[src/rtl/epcs_pkg.sv]
// Purpose: constants for the engine protection and crank sequencer
// Assumes: 25 MHz pclk, APB register access
// Notes: setpoints are 16-bit; levels in raw sensor units, delays in seconds, throttle pulses in microseconds
package epcs_pkg;
    // ----------------------------------------
    // timing
    // ----------------------------------------
    localparam int CLK_HZ = 25_000_000;
    localparam int SEC_S = 1;
    localparam int SEC_CYCLES_DEF = CLK_HZ * SEC_S;
    localparam int RATE_MS = 100;
    localparam int RATE_CYCLES_DEF = CLK_HZ / 1000 * RATE_MS;
    localparam int MINUTE_S = 60;
    localparam int PULSE_UNIT_US = 1;
    localparam int US_CYCLES = CLK_HZ / 1_000_000 * PULSE_UNIT_US;
    localparam logic [15:0] BATT_HYST = 16'h0002;
    // ----------------------------------------
    // register map
    // ----------------------------------------
    localparam logic [7:0] A_CTRL = 8'h00;
    localparam logic [7:0] A_STAT = 8'h04;
    localparam logic [7:0] A_RPM = 8'h08;
    localparam logic [7:0] A_CMD = 8'h0C;
    localparam logic [7:0] A_LOAD = 8'h10;
    localparam logic [7:0] A_SP = 8'h40;
    localparam int C_RUN = 0;
    localparam int C_AUTO = 1;
    localparam int C_MECH = 2;
    localparam int C_CLR = 3;
    localparam logic [2:0] CTRL_RST = 3'h6;
    localparam logic [15:0] LOAD_RST = 16'h0640;
    localparam int S_OIL = 3;
    localparam int S_TEMP = 4;
    localparam int S_FUEL = 5;
    localparam int S_FAIL = 6;
    localparam int S_FUEL_AL = 7;
    localparam int S_BATT_AL = 8;
    localparam int S_TRIES = 16;
    // ----------------------------------------
    // setpoint table
    // ----------------------------------------
    localparam int SP_N = 24;
    localparam int SP_OIL_LO = 0;
    localparam int SP_OIL_HI = 1;
    localparam int SP_REF_LO = 2;
    localparam int SP_REF_HI = 3;
    localparam int SP_TEMP = 4;
    localparam int SP_FUEL_AL = 5;
    localparam int SP_FUEL_SD = 6;
    localparam int SP_BATT = 7;
    localparam int SP_WARM = 8;
    localparam int SP_COOL = 9;
    localparam int SP_CRANK = 10;
    localparam int SP_REST = 11;
    localparam int SP_RECRANK = 12;
    localparam int SP_CRANK_STOP = 13;
    localparam int SP_TRIES = 14;
    localparam int SP_WARM_SPD = 15;
    localparam int SP_COOL_SPD = 16;
    localparam int SP_FLOOR = 17;
    localparam int SP_CEIL = 18;
    localparam int SP_RISE = 19;
    localparam int SP_FALL = 20;
    localparam int SP_PULSE = 21;
    localparam int SP_LOCK = 22;
    localparam int SP_PPR = 23;
    localparam logic [15:0] SP_RST [SP_N] = '{
        16'h000F, 16'h001E, 16'h0258, 16'h0640, 16'h00DC, 16'h0000,
        16'h0000, 16'h0064, 16'h00B4, 16'h00B4, 16'h000A, 16'h000A,
        16'h000A, 16'h012C, 16'h0006, 16'h0258, 16'h0258, 16'h02EE,
        16'h0640, 16'h000A, 16'h000A, 16'h20D0, 16'h001E, 16'h0078};
    // ----------------------------------------
    // sequencer states
    // ----------------------------------------
    typedef enum logic [2:0] {
        ST_IDLE = 3'h0,
        ST_CRANK = 3'h1,
        ST_REST = 3'h3,
        ST_WAIT = 3'h2,
        ST_WARM = 3'h6,
        ST_LOAD = 3'h7,
        ST_COOL = 3'h5,
        ST_SHUT = 3'h4
    } epcs_state_t;
endpackage

[src/rtl/epcs_top.sv]
// Purpose: engine protection, crank/rest sequencing, speed setpoint
// Assumes: sensor inputs synchronous to pclk, zero-wait APB slave
// Notes: sequencer delays and the oil lockout count whole seconds of the SEC_CYCLES tick; throttle pulses count microseconds
`timescale 1ns/1ns
module epcs_top #(
    parameter int SEC_CYCLES = epcs_pkg::SEC_CYCLES_DEF,
    parameter int RATE_CYCLES = epcs_pkg::RATE_CYCLES_DEF
) (
    input wire logic pclk,
    input wire logic presetn,
    input wire logic psel,
    input wire logic penable,
    input wire logic pwrite,
    input wire logic [7:0] paddr,
    input wire logic [31:0] pwdata,
    output logic [31:0] prdata,
    output logic pready,
    output logic pslverr,
    input wire logic [15:0] oil_press,
    input wire logic [15:0] coolant_temp,
    input wire logic [15:0] fuel_level,
    input wire logic [15:0] battery_volts,
    input wire logic speed_pulse,
    output logic starter,
    output logic fuel_run,
    output logic clutch,
    output logic throttle_up,
    output logic throttle_down,
    output logic shutdown,
    output logic alarm
);
    localparam int MIN_CYC = SEC_CYCLES * epcs_pkg::MINUTE_S;

    typedef struct packed {
        logic [2:0] ctrl;
        logic [15:0] load;
        logic [epcs_pkg::SP_N-1:0][15:0] sp;
        epcs_pkg::epcs_state_t st;
        logic [15:0] tmr;
        logic [15:0] lock;
        logic [7:0] tries;
        logic [31:0] sec_cnt;
        logic [31:0] rate_cnt;
        logic [31:0] acc;
        logic [15:0] pcnt;
        logic [15:0] rpm;
        logic pin_q;
        logic [15:0] cmd;
        logic [15:0] thr_cnt;
        logic [7:0] us_cnt;
        logic up;
        logic dn;
        logic oil_sd;
        logic temp_sd;
        logic fuel_sd;
        logic fail_sd;
        logic fuel_al;
        logic batt_al;
    } epcs_regs_t;

    epcs_regs_t s_r;
    epcs_regs_t s_nxt;

    logic wr;
    logic clr;
    logic sp_hit;
    logic [4:0] sp_idx;
    logic [7:0] sp_off;
    logic sec_tick;
    logic rate_tick;
    logic us_tick;
    logic edge_seen;
    logic running;
    logic eng_on;
    logic lock_done;
    logic any_sd;
    logic [15:0] oil_lvl;
    logic oil_trip;
    logic temp_trip;
    logic fuel_trip;
    logic fail_trip;
    logic [15:0] tgt;
    logic [15:0] diff;
    logic want_up;
    logic want_dn;
    logic [31:0] acc_sum;

    // ----------------------------------------
    // register bus
    // ----------------------------------------
    assign pready = 1'b1;
    assign wr = psel & penable & pwrite;
    assign sp_off = paddr - epcs_pkg::A_SP;
    assign sp_hit = (paddr >= epcs_pkg::A_SP) && (paddr[1:0] == 2'h0)
        && (sp_off[7:2] < 6'(epcs_pkg::SP_N));
    assign sp_idx = sp_off[6:2];
    assign clr = wr && (paddr == epcs_pkg::A_CTRL)
        && pwdata[epcs_pkg::C_CLR];

    always_comb begin
        prdata = 32'h0;
        pslverr = 1'b0;
        if (sp_hit) begin
            prdata = {16'h0, s_r.sp[sp_idx]};
        end else begin
            case (paddr)
                epcs_pkg::A_CTRL: prdata = {29'h0, s_r.ctrl};
                epcs_pkg::A_STAT: begin
                    prdata[2:0] = s_r.st;
                    prdata[epcs_pkg::S_OIL] = s_r.oil_sd;
                    prdata[epcs_pkg::S_TEMP] = s_r.temp_sd;
                    prdata[epcs_pkg::S_FUEL] = s_r.fuel_sd;
                    prdata[epcs_pkg::S_FAIL] = s_r.fail_sd;
                    prdata[epcs_pkg::S_FUEL_AL] = s_r.fuel_al;
                    prdata[epcs_pkg::S_BATT_AL] = s_r.batt_al;
                    prdata[epcs_pkg::S_TRIES +: 8] = s_r.tries;
                end
                epcs_pkg::A_RPM: prdata = {16'h0, s_r.rpm};
                epcs_pkg::A_CMD: prdata = {16'h0, s_r.cmd};
                epcs_pkg::A_LOAD: prdata = {16'h0, s_r.load};
                default: pslverr = psel & penable;
            endcase
        end
    end

    // ----------------------------------------
    // protection
    // ----------------------------------------
    assign running = s_r.rpm >= s_r.sp[epcs_pkg::SP_CRANK_STOP];
    assign eng_on = (s_r.st == epcs_pkg::ST_WARM)
        || (s_r.st == epcs_pkg::ST_LOAD)
        || (s_r.st == epcs_pkg::ST_COOL);
    assign lock_done = s_r.lock == 16'h0;
    // below the full reference the idle level applies
    assign oil_lvl = (s_r.rpm >= s_r.sp[epcs_pkg::SP_REF_HI])
        ? s_r.sp[epcs_pkg::SP_OIL_HI]
        : s_r.sp[epcs_pkg::SP_OIL_LO];
    // no oil check while spinning up below idle
    assign oil_trip = eng_on && lock_done
        && (s_r.rpm >= s_r.sp[epcs_pkg::SP_REF_LO])
        && (oil_press <= oil_lvl);
    assign temp_trip = coolant_temp > s_r.sp[epcs_pkg::SP_TEMP];
    assign fuel_trip = (s_r.sp[epcs_pkg::SP_FUEL_SD] != 16'h0)
        && (fuel_level <= s_r.sp[epcs_pkg::SP_FUEL_SD]);
    assign any_sd = s_r.oil_sd | s_r.temp_sd | s_r.fuel_sd | s_r.fail_sd;
    assign acc_sum = s_r.acc + {16'h0, s_r.sp[epcs_pkg::SP_PPR]};
    assign edge_seen = speed_pulse & ~s_r.pin_q;
    assign sec_tick = s_r.sec_cnt == 32'(SEC_CYCLES - 1);
    assign rate_tick = s_r.rate_cnt == 32'(RATE_CYCLES - 1);
    assign us_tick = s_r.us_cnt == 8'(epcs_pkg::US_CYCLES - 1);

    // ----------------------------------------
    // next state
    // ----------------------------------------
    always_comb begin
        s_nxt = s_r;
        fail_trip = 1'b0;
        tgt = 16'h0;
        diff = 16'h0;
        want_up = 1'b0;
        want_dn = 1'b0;
        s_nxt.pin_q = speed_pulse;
        s_nxt.sec_cnt = sec_tick ? 32'h0 : s_r.sec_cnt + 32'h1;
        s_nxt.rate_cnt = rate_tick ? 32'h0 : s_r.rate_cnt + 32'h1;
        s_nxt.us_cnt = us_tick ? 8'h0 : s_r.us_cnt + 8'h1;
        // window of 60/ppr seconds makes the count read in rpm
        if (acc_sum >= 32'(MIN_CYC)) begin
            s_nxt.acc = acc_sum - 32'(MIN_CYC);
            s_nxt.rpm = s_r.pcnt;
            s_nxt.pcnt = {15'h0, edge_seen};
        end else begin
            s_nxt.acc = acc_sum;
            s_nxt.pcnt = s_r.pcnt + {15'h0, edge_seen};
        end
        if (wr && paddr == epcs_pkg::A_CTRL) begin
            s_nxt.ctrl = pwdata[2:0];
        end
        if (wr && paddr == epcs_pkg::A_LOAD) begin
            s_nxt.load = pwdata[15:0];
        end
        if (wr && sp_hit) begin
            s_nxt.sp[sp_idx] = pwdata[15:0];
        end
        if (sec_tick && s_r.tmr != 16'h0) begin
            s_nxt.tmr = s_r.tmr - 16'h1;
        end
        if (sec_tick && !lock_done) begin
            s_nxt.lock = s_r.lock - 16'h1;
        end
        case (s_r.st)
            epcs_pkg::ST_IDLE: begin
                if (s_r.ctrl[epcs_pkg::C_RUN] && !any_sd) begin
                    s_nxt.st = epcs_pkg::ST_CRANK;
                    s_nxt.tries = 8'h1;
                    s_nxt.tmr = s_r.sp[epcs_pkg::SP_CRANK];
                end
            end
            epcs_pkg::ST_CRANK: begin
                if (running) begin
                    s_nxt.st = epcs_pkg::ST_WARM;
                    s_nxt.tmr = s_r.sp[epcs_pkg::SP_WARM];
                    s_nxt.lock = s_r.sp[epcs_pkg::SP_LOCK];
                end else if (s_r.tmr == 16'h0) begin
                    if (s_r.tries >= s_r.sp[epcs_pkg::SP_TRIES][7:0]) begin
                        fail_trip = 1'b1;
                    end else begin
                        s_nxt.st = epcs_pkg::ST_REST;
                        s_nxt.tmr = s_r.sp[epcs_pkg::SP_REST];
                    end
                end
            end
            epcs_pkg::ST_REST,
            epcs_pkg::ST_WAIT: begin
                if (s_r.tmr == 16'h0) begin
                    s_nxt.st = epcs_pkg::ST_CRANK;
                    s_nxt.tries = s_r.tries + 8'h1;
                    s_nxt.tmr = s_r.sp[epcs_pkg::SP_CRANK];
                end
            end
            epcs_pkg::ST_WARM: begin
                if (!running && !lock_done) begin
                    if (s_r.tries >= s_r.sp[epcs_pkg::SP_TRIES][7:0]) begin
                        fail_trip = 1'b1;
                    end else begin
                        s_nxt.st = epcs_pkg::ST_WAIT;
                        s_nxt.tmr = s_r.sp[epcs_pkg::SP_RECRANK];
                    end
                end else if (!s_r.ctrl[epcs_pkg::C_RUN]) begin
                    s_nxt.st = epcs_pkg::ST_COOL;
                    s_nxt.tmr = s_r.sp[epcs_pkg::SP_COOL];
                end else if (s_r.tmr == 16'h0) begin
                    s_nxt.st = epcs_pkg::ST_LOAD;
                end
            end
            epcs_pkg::ST_LOAD: begin
                if (!s_r.ctrl[epcs_pkg::C_RUN]) begin
                    s_nxt.st = epcs_pkg::ST_COOL;
                    s_nxt.tmr = s_r.sp[epcs_pkg::SP_COOL];
                end
            end
            epcs_pkg::ST_COOL: begin
                if (s_r.tmr == 16'h0) begin
                    s_nxt.st = epcs_pkg::ST_IDLE;
                end
            end
            epcs_pkg::ST_SHUT: begin
                if (clr) begin
                    s_nxt.st = epcs_pkg::ST_IDLE;
                end
            end
            default: s_nxt.st = epcs_pkg::ST_IDLE;
        endcase
        // a trip in the clearing cycle wins over the clear
        s_nxt.oil_sd = (s_r.oil_sd & ~clr) | oil_trip;
        s_nxt.temp_sd = (s_r.temp_sd & ~clr) | temp_trip;
        s_nxt.fuel_sd = (s_r.fuel_sd & ~clr) | fuel_trip;
        s_nxt.fail_sd = (s_r.fail_sd & ~clr) | fail_trip;
        if (oil_trip | temp_trip | fuel_trip | fail_trip) begin
            s_nxt.st = epcs_pkg::ST_SHUT;
        end
        s_nxt.fuel_al = (s_r.sp[epcs_pkg::SP_FUEL_AL] != 16'h0)
            && (fuel_level <= s_r.sp[epcs_pkg::SP_FUEL_AL]);
        if (battery_volts < s_r.sp[epcs_pkg::SP_BATT]) begin
            s_nxt.batt_al = 1'b1;
        end else if (battery_volts >= 16'(s_r.sp[epcs_pkg::SP_BATT]
                + epcs_pkg::BATT_HYST)) begin
            s_nxt.batt_al = 1'b0;
        end
        // speed target per phase
        case (s_r.st)
            epcs_pkg::ST_WARM: tgt = s_r.ctrl[epcs_pkg::C_AUTO]
                ? s_r.sp[epcs_pkg::SP_WARM_SPD] : s_r.load;
            epcs_pkg::ST_COOL: tgt = s_r.sp[epcs_pkg::SP_COOL_SPD];
            epcs_pkg::ST_LOAD: tgt = s_r.load;
            default: tgt = 16'h0;
        endcase
        if (rate_tick && s_r.cmd < tgt) begin
            diff = tgt - s_r.cmd;
            s_nxt.cmd = s_r.cmd + ((diff < s_r.sp[epcs_pkg::SP_RISE])
                ? diff : s_r.sp[epcs_pkg::SP_RISE]);
        end else if (rate_tick && s_r.cmd > tgt) begin
            diff = s_r.cmd - tgt;
            s_nxt.cmd = s_r.cmd - ((diff < s_r.sp[epcs_pkg::SP_FALL])
                ? diff : s_r.sp[epcs_pkg::SP_FALL]);
        end
        // the clamp overrides the ramp while loaded
        if (s_r.st == epcs_pkg::ST_LOAD) begin
            if (s_nxt.cmd < s_r.sp[epcs_pkg::SP_FLOOR]) begin
                s_nxt.cmd = s_r.sp[epcs_pkg::SP_FLOOR];
            end
            if (s_nxt.cmd > s_r.sp[epcs_pkg::SP_CEIL]) begin
                s_nxt.cmd = s_r.sp[epcs_pkg::SP_CEIL];
            end
        end
        if (!eng_on) begin
            s_nxt.cmd = 16'h0;
        end
        // a started pulse always runs out, which damps hunting
        if (s_r.thr_cnt != 16'h0) begin
            if (us_tick) begin
                s_nxt.thr_cnt = s_r.thr_cnt - 16'h1;
            end
        end else begin
            want_up = s_r.ctrl[epcs_pkg::C_MECH] && eng_on
                && (s_r.rpm < s_r.cmd);
            want_dn = s_r.ctrl[epcs_pkg::C_MECH] && eng_on
                && (s_r.rpm > s_r.cmd);
            s_nxt.up = want_up;
            s_nxt.dn = want_dn;
            s_nxt.thr_cnt = (want_up | want_dn)
                ? s_r.sp[epcs_pkg::SP_PULSE] : 16'h0;
        end
    end

    always_ff @(posedge pclk or negedge presetn) begin
        if (!presetn) begin
            s_r <= '0;
            s_r.ctrl <= epcs_pkg::CTRL_RST;
            s_r.load <= epcs_pkg::LOAD_RST;
            for (int i = 0; i < epcs_pkg::SP_N; i++) begin
                s_r.sp[i] <= epcs_pkg::SP_RST[i];
            end
        end else begin
            s_r <= s_nxt;
        end
    end

    // ----------------------------------------
    // outputs
    // ----------------------------------------
    assign starter = s_r.st == epcs_pkg::ST_CRANK;
    assign fuel_run = (s_r.st == epcs_pkg::ST_CRANK) || eng_on;
    assign clutch = s_r.st == epcs_pkg::ST_LOAD;
    assign throttle_up = s_r.up;
    assign throttle_down = s_r.dn;
    assign shutdown = any_sd;
    assign alarm = s_r.fuel_al | s_r.batt_al;
endmodule

[config.mk]
export PLATFORM = sky130hd
export DESIGN_NAME = epcs_top
export DESIGN_NICKNAME = d
export VERILOG_FILES = /design/src/rtl/epcs_pkg.sv /design/src/rtl/epcs_top.sv
export SDC_FILE = /design/constraint.sdc
export NUM_CORES = 2
export LEC_CHECK = 0
export BUFFER_PORTS_ARGS = -buffer_cell sky130_fd_sc_hd__buf_2
export CAP_MARGIN = 20
export CORE_MARGIN = 8
export CORE_UTILIZATION = 60
export CTS_BUF_LIST = sky130_fd_sc_hd__clkbuf_8
export DETAILED_ROUTE_END_ITERATION = 8
export PLACE_DENSITY = 0.85
export SYNTH_ARGS = -nofsm -noshare
export SYNTH_HDL_FRONTEND = slang
export SYNTH_SLANG_ARGS = --single-unit
[constraint.sdc]
create_clock -name pclk -period 14.7 [get_ports pclk]
set_clock_uncertainty 0.05 [all_clocks]
set_input_delay 3.675 -clock pclk [delete_from_list [all_inputs] [get_ports pclk]]
set_output_delay 3.675 -clock pclk [all_outputs]
set_load 0.1 [all_outputs]
==> results.md <==
Status:
- The run finished, with violations left.
- The final reports fail on DRC.

Synthesis:
- The sequential-to-total area share from yosys stat is 0.380.
- The number of enable flip-flop cells after synthesis is 0.
- The most common flop cell mapped by yosys is sky130_fd_sc_hd__dfrtp_1.
- During synthesis, Yosys emitted a total of 0 warnings.
- The post-synthesis area per instance is 10.1 sq um.
- The synthesized instance count is 4,101.
- Summing every instance area after synthesis gives 0.0413 sq mm.
- The synthesized-area fraction occupied by xor and xnor cells is 0.0494.
- The simple-gate area share of the yosys netlist is 0.126.
- The netlist uses 108 different library cells.
- The async set or reset register ratio after synthesis is 1.00.
- By area, the combinational part of the netlist is dominated by multiplexers.
- Counting flops and latches in the post-synthesis netlist gives 623.
- Measured against the total synthesized area, the mux share comes to 0.152.
- Of the total synthesized cell area, the portion taken by full adders, half adders and majority gates is 0.0994.
- The compound-gate portion of the synthesized area is 0.147.

Clock tree:
- The buffer depth of the longest clock path is 3.
- Post-CTS repair changed the size of 0 cells.
- The later pin in the worst-skew pair is clocked with a latency of 0.78 ns.
- Buffers inserted during clock tree synthesis total 103.
- TritonCTS built the clock tree.
- Once the clock tree was built, the setup fixing pass inserted 0 buffers.
- The total of hold buffers inserted after clock tree synthesis is 0.
- In this run the clock root is driven by a sky130_fd_sc_hd__clkbuf_8.
- The clock-pin slew of the registers on the worst-case setup and hold paths is 0.07 ns.
- The H-tree generated during clock tree synthesis spans 3 levels.
- The clock drives 623 sinks.

Global routing:
- The via count of the first global-routing pass was 34,633.
- The first global-routing pass estimated 204,000 microns of wire.
- In the global route stage, overall resource usage came out at 0.338.
- The initial antenna violation count is 13.
- Summed over all layers, the global routing overflow is 0.
- Entering global routing, the biggest net connects 160 pins.

Floorplan:
- The area inside the core boundary is 0.0683 sq mm.
- The number of I/O pins is 151.
- The total die area is 0.0774 sq mm.
- The initial core utilization is 0.604.
- The die is 278 microns wide.
- The number of rows in the core area is 96.
- The die span in y is 278 microns.

Layout:
- The final standard cell count with taps included and fillers excluded is 5,163.
- The core utilization of the finished layout is 0.659.
- The proportion of layout cells with a drive suffix above 1 is 0.209.
- With fillers left out, the area of the finished cells amounts to 0.0450 sq mm.
- The area growth from synthesis to layout is 9.06%.
- Fill cells in the final layout number 4,991.
- The net count of the finished layout is 4,619.

Route:
- The first-pass iteration count of the detailed router is 9.
- The detailed-routed wire length on met3 is 16,100 microns.
- After detailed routing, the wire length on met1 is 50,800 microns.
- Signal routing reaches up to met5.
- The final routed wirelength across all metal layers is 134,000 microns.
- After detailed routing, the met2 layer carries 57,500 microns of wire.
- The number of vias per cell is 6.77.
- The number of violations reported at the end of detailed-routing iteration 0 is 4,466.
- Once detail routing completed, the nets flagged for antenna violations numbered 0.
- The number of vias in the routed layout is 34,945.
- Dividing the detail-routed wire length by the instance count gives 25.9 microns.
- The number of remaining DRC errors is 19.

Setup path:
- The critical path is of the flip-flop to flip-flop type.
- The cell type with the highest occurrence count on the critical path is sky130_fd_sc_hd__a21o_1.
- The worst path arrival time is 14.21 ns.
- The sort of element at the start of the critical path is a flip-flop.
- In this design, the stage delay of the slowest critical-path cell is 0.73 ns.
- The slowest stage of the critical path belongs to the cell sky130_fd_sc_hd__dfrtp_1.
- The required time of the worst setup path is 15.29 ns.
- The number of cells on the worst reg-to-reg path is 53.
- The largest fanout on the critical path is 23.
- The endpoint type of the worst setup path is a flip-flop.

Power and ir drop:
- The worst IR drop on VDD is 69.7 uV.
- The power per unit of standard cell area is 86.3 mW/mm^2.
- For this design the static power due to leakage is 21.9 nW.

Timing:
- Setup repair after global routing left no endpoint under its margin.
- Setup violations remaining at the end of the flow were counted as 0.
- In the finished design, the share of the clock period the worst path needs comes to 0.927.
- For the final routed database, the setup TNS stands at 0 ns.
- The fmax is 73.4 MHz.
- The hold violation total from the final report came to 0.
- The minimum period implied by the final worst setup slack is 13.63 ns.
- For the pin with the worst max-slew slack, the measured transition is 1.32 ns.
- The number of max-slew violations in the final report was 0.
- On the final layout, the worst hold slack is 0.426 ns.
- Headroom to the max-slew limit came out at 0.115.

Worst hold path:
- The depth of the worst hold-timing path is 2.
- The min-delay analysis places its worst path in the category flip-flop to flip-flop.

Placed design:
- The number of buffer cells added on primary ports is 125.
- Counting tap cells, the placed design contains a total of 4,955 instances.
- The half-perimeter wire length after detailed placement is 93,600 microns.
- At the end of routability-driven placement, the weighted congestion stood at 1.03.
- After detailed placement, the total cell area comes to 0.0426 sq mm.

Job:
- Max-cap violations in this run came to 0.
-- metal layers --
layer / track usage / vias to the layer above
li1: - / 15001
met1: 0.439 / 17027
met2: 0.505 / 2267
met3: 0.101 / 646
met4: 0.186 / 4
met5: 0 / -
-- flip-flops by register name (all words and copies together), names as in the netlist --
name and count:
throttle_up 1, s_r 621, throttle_down 1
-- cell type report --
class / count / area (sq um) / share of cell area
antenna: 8 / 20.0 / 0.000445
clock buffer: 139 / 1910 / 0.0425
clock inverter: 55 / 355 / 0.00789
inverter: 276 / 1040 / 0.0230
multi-input combinational: 3001 / 23700 / 0.527
sequential: 623 / 15700 / 0.349
tap: 882 / 1100 / 0.0245
timing repair buffer: 179 / 1150 / 0.0255
-- critical path: cells and delay by family, from the launching register on --
| kind | cells | cell delay, ns |
|---|---|---|
| flip-flops | 1 | 0.73 |
| XOR/XNOR | 2 | 0.28 |
| buffers and inverters | 6 | 0.80 |
| AO/OA/AOI/OAI | 29 | 6.98 |
| multiplexers | 2 | 0.80 |
| adder cells (fa/ha/maj) | 5 | 1.60 |
| AND/OR/NAND/NOR | 9 | 2.27 |
-- synthesized netlist by cell type, types with 21 or more instances --
library cell               instances  share of area
sky130_fd_sc_hd__mux4_2          115          0.063
sky130_fd_sc_hd__xnor2_1         142          0.030
sky130_fd_sc_hd__o21a_1           64          0.012
sky130_fd_sc_hd__nor2_1          245          0.022
sky130_fd_sc_hd__mux2i_1          42          0.010
sky130_fd_sc_hd__nand4_1          61         0.0092
sky130_fd_sc_hd__o21bai_1         21         0.0038
sky130_fd_sc_hd__mux2_2          273          0.074
sky130_fd_sc_hd__a21o_1           89          0.016
sky130_fd_sc_hd__nor4_1           31         0.0047
sky130_fd_sc_hd__dfrtp_1         541           0.33
sky130_fd_sc_hd__a22oi_1          23         0.0042
sky130_fd_sc_hd__nand2b_1         28         0.0042
sky130_fd_sc_hd__or3_1            23         0.0035
sky130_fd_sc_hd__nand3_1          84          0.010
sky130_fd_sc_hd__a21oi_1         145          0.018
sky130_fd_sc_hd__a211oi_1         26         0.0047
sky130_fd_sc_hd__and3_1           42         0.0064
sky130_fd_sc_hd__inv_1           276          0.025
sky130_fd_sc_hd__a222oi_1         25         0.0061
sky130_fd_sc_hd__clkbuf_1        160          0.015
sky130_fd_sc_hd__nand2_1         354          0.032
sky130_fd_sc_hd__nor2b_1          47         0.0071
sky130_fd_sc_hd__xor2_1           85          0.018
sky130_fd_sc_hd__ha_1            320          0.097
sky130_fd_sc_hd__dfstp_2          82          0.052
sky130_fd_sc_hd__nor3_1           54         0.0065
sky130_fd_sc_hd__o21ai_0         326          0.040
-- placed cells by master (no fill, tap or decap), drive strengths merged, types with 22 or more instances in the layout --
master / synthesis / routed
nor2: 245 / 245
a21oi: 149 / 149
nand3: 86 / 86
inv: 276 / 307
or3: 23 / 23
a21o: 89 / 89
nor3: 55 / 55
nand2b: 28 / 28
nor2b: 47 / 47
clkbuf: 160 / 139
and2: 22 / 22
a22oi: 23 / 23
ha: 320 / 320
a211oi: 28 / 28
dfrtp: 541 / 541
xor2: 87 / 87
nor4: 33 / 33
o21ai: 343 / 343
buf: 48 / 179
nand4: 61 / 61
mux2: 288 / 288
and3: 42 / 42
xnor2: 143 / 143
a222oi: 25 / 25
o21a: 64 / 64
mux4: 115 / 115
nand2: 357 / 357
dfstp: 82 / 82
mux2i: 42 / 42
-- metrics by stage --
| stage | total power (W) | setup WS, ns |
|---|---|---|
| floorplan | 0.00208 | 3.08 |
| global placement | 0.00222 | 1.67 |
| detailed placement | 0.00223 | 1.45 |
| CTS | 0.00388 | 1.43 |
| global route | 0.00400 | 0.303 |
| finish | 0.00388 | 1.07 |
-- report_power, final --
part	switching (W)	internal [W]	leakage [nW]	total, W
registers	0.0000377	0.00176	7.60	0.00180
logic	0.000268	0.000151	13.0	0.000419
clock network	0.000775	0.000889	1.28	0.00166
-- worst paths after layout --
path | from | endpoint | slack, ns
min reg2reg | throttle_up$_DFFE_PN0P_ | throttle_up$_DFFE_PN0P_ | 0.43
max in group asynchronous | presetn | s_r[385]$_DFFE_PN0P_ | 9.57
min in group asynchronous | presetn | s_r[42]$_DFF_PN0_ | 2.89
max reg2reg | s_r[218]$_DFFE_PN0P_ | s_r[36]$_DFF_PN0_ | 1.07
min | throttle_up$_DFFE_PN0P_ | throttle_up$_DFFE_PN0P_ | 0.43
max | s_r[218]$_DFFE_PN0P_ | s_r[36]$_DFF_PN0_ | 1.07
-- logic make-up (layout without fill, tap and decap cells) --
kind of cell | Yosys count | after routing
and+or+nand+nor | 1070 | 1070
AOI/OAI and AO/OA | 922 | 922
DFF | 623 | 623
buffers and inverters | 484 | 649
muxes | 445 | 445
adders and majority gates | 325 | 325
xor gates and xnor gates | 230 | 230
other | 2 | 17
(Power assumes the default switching activity.)
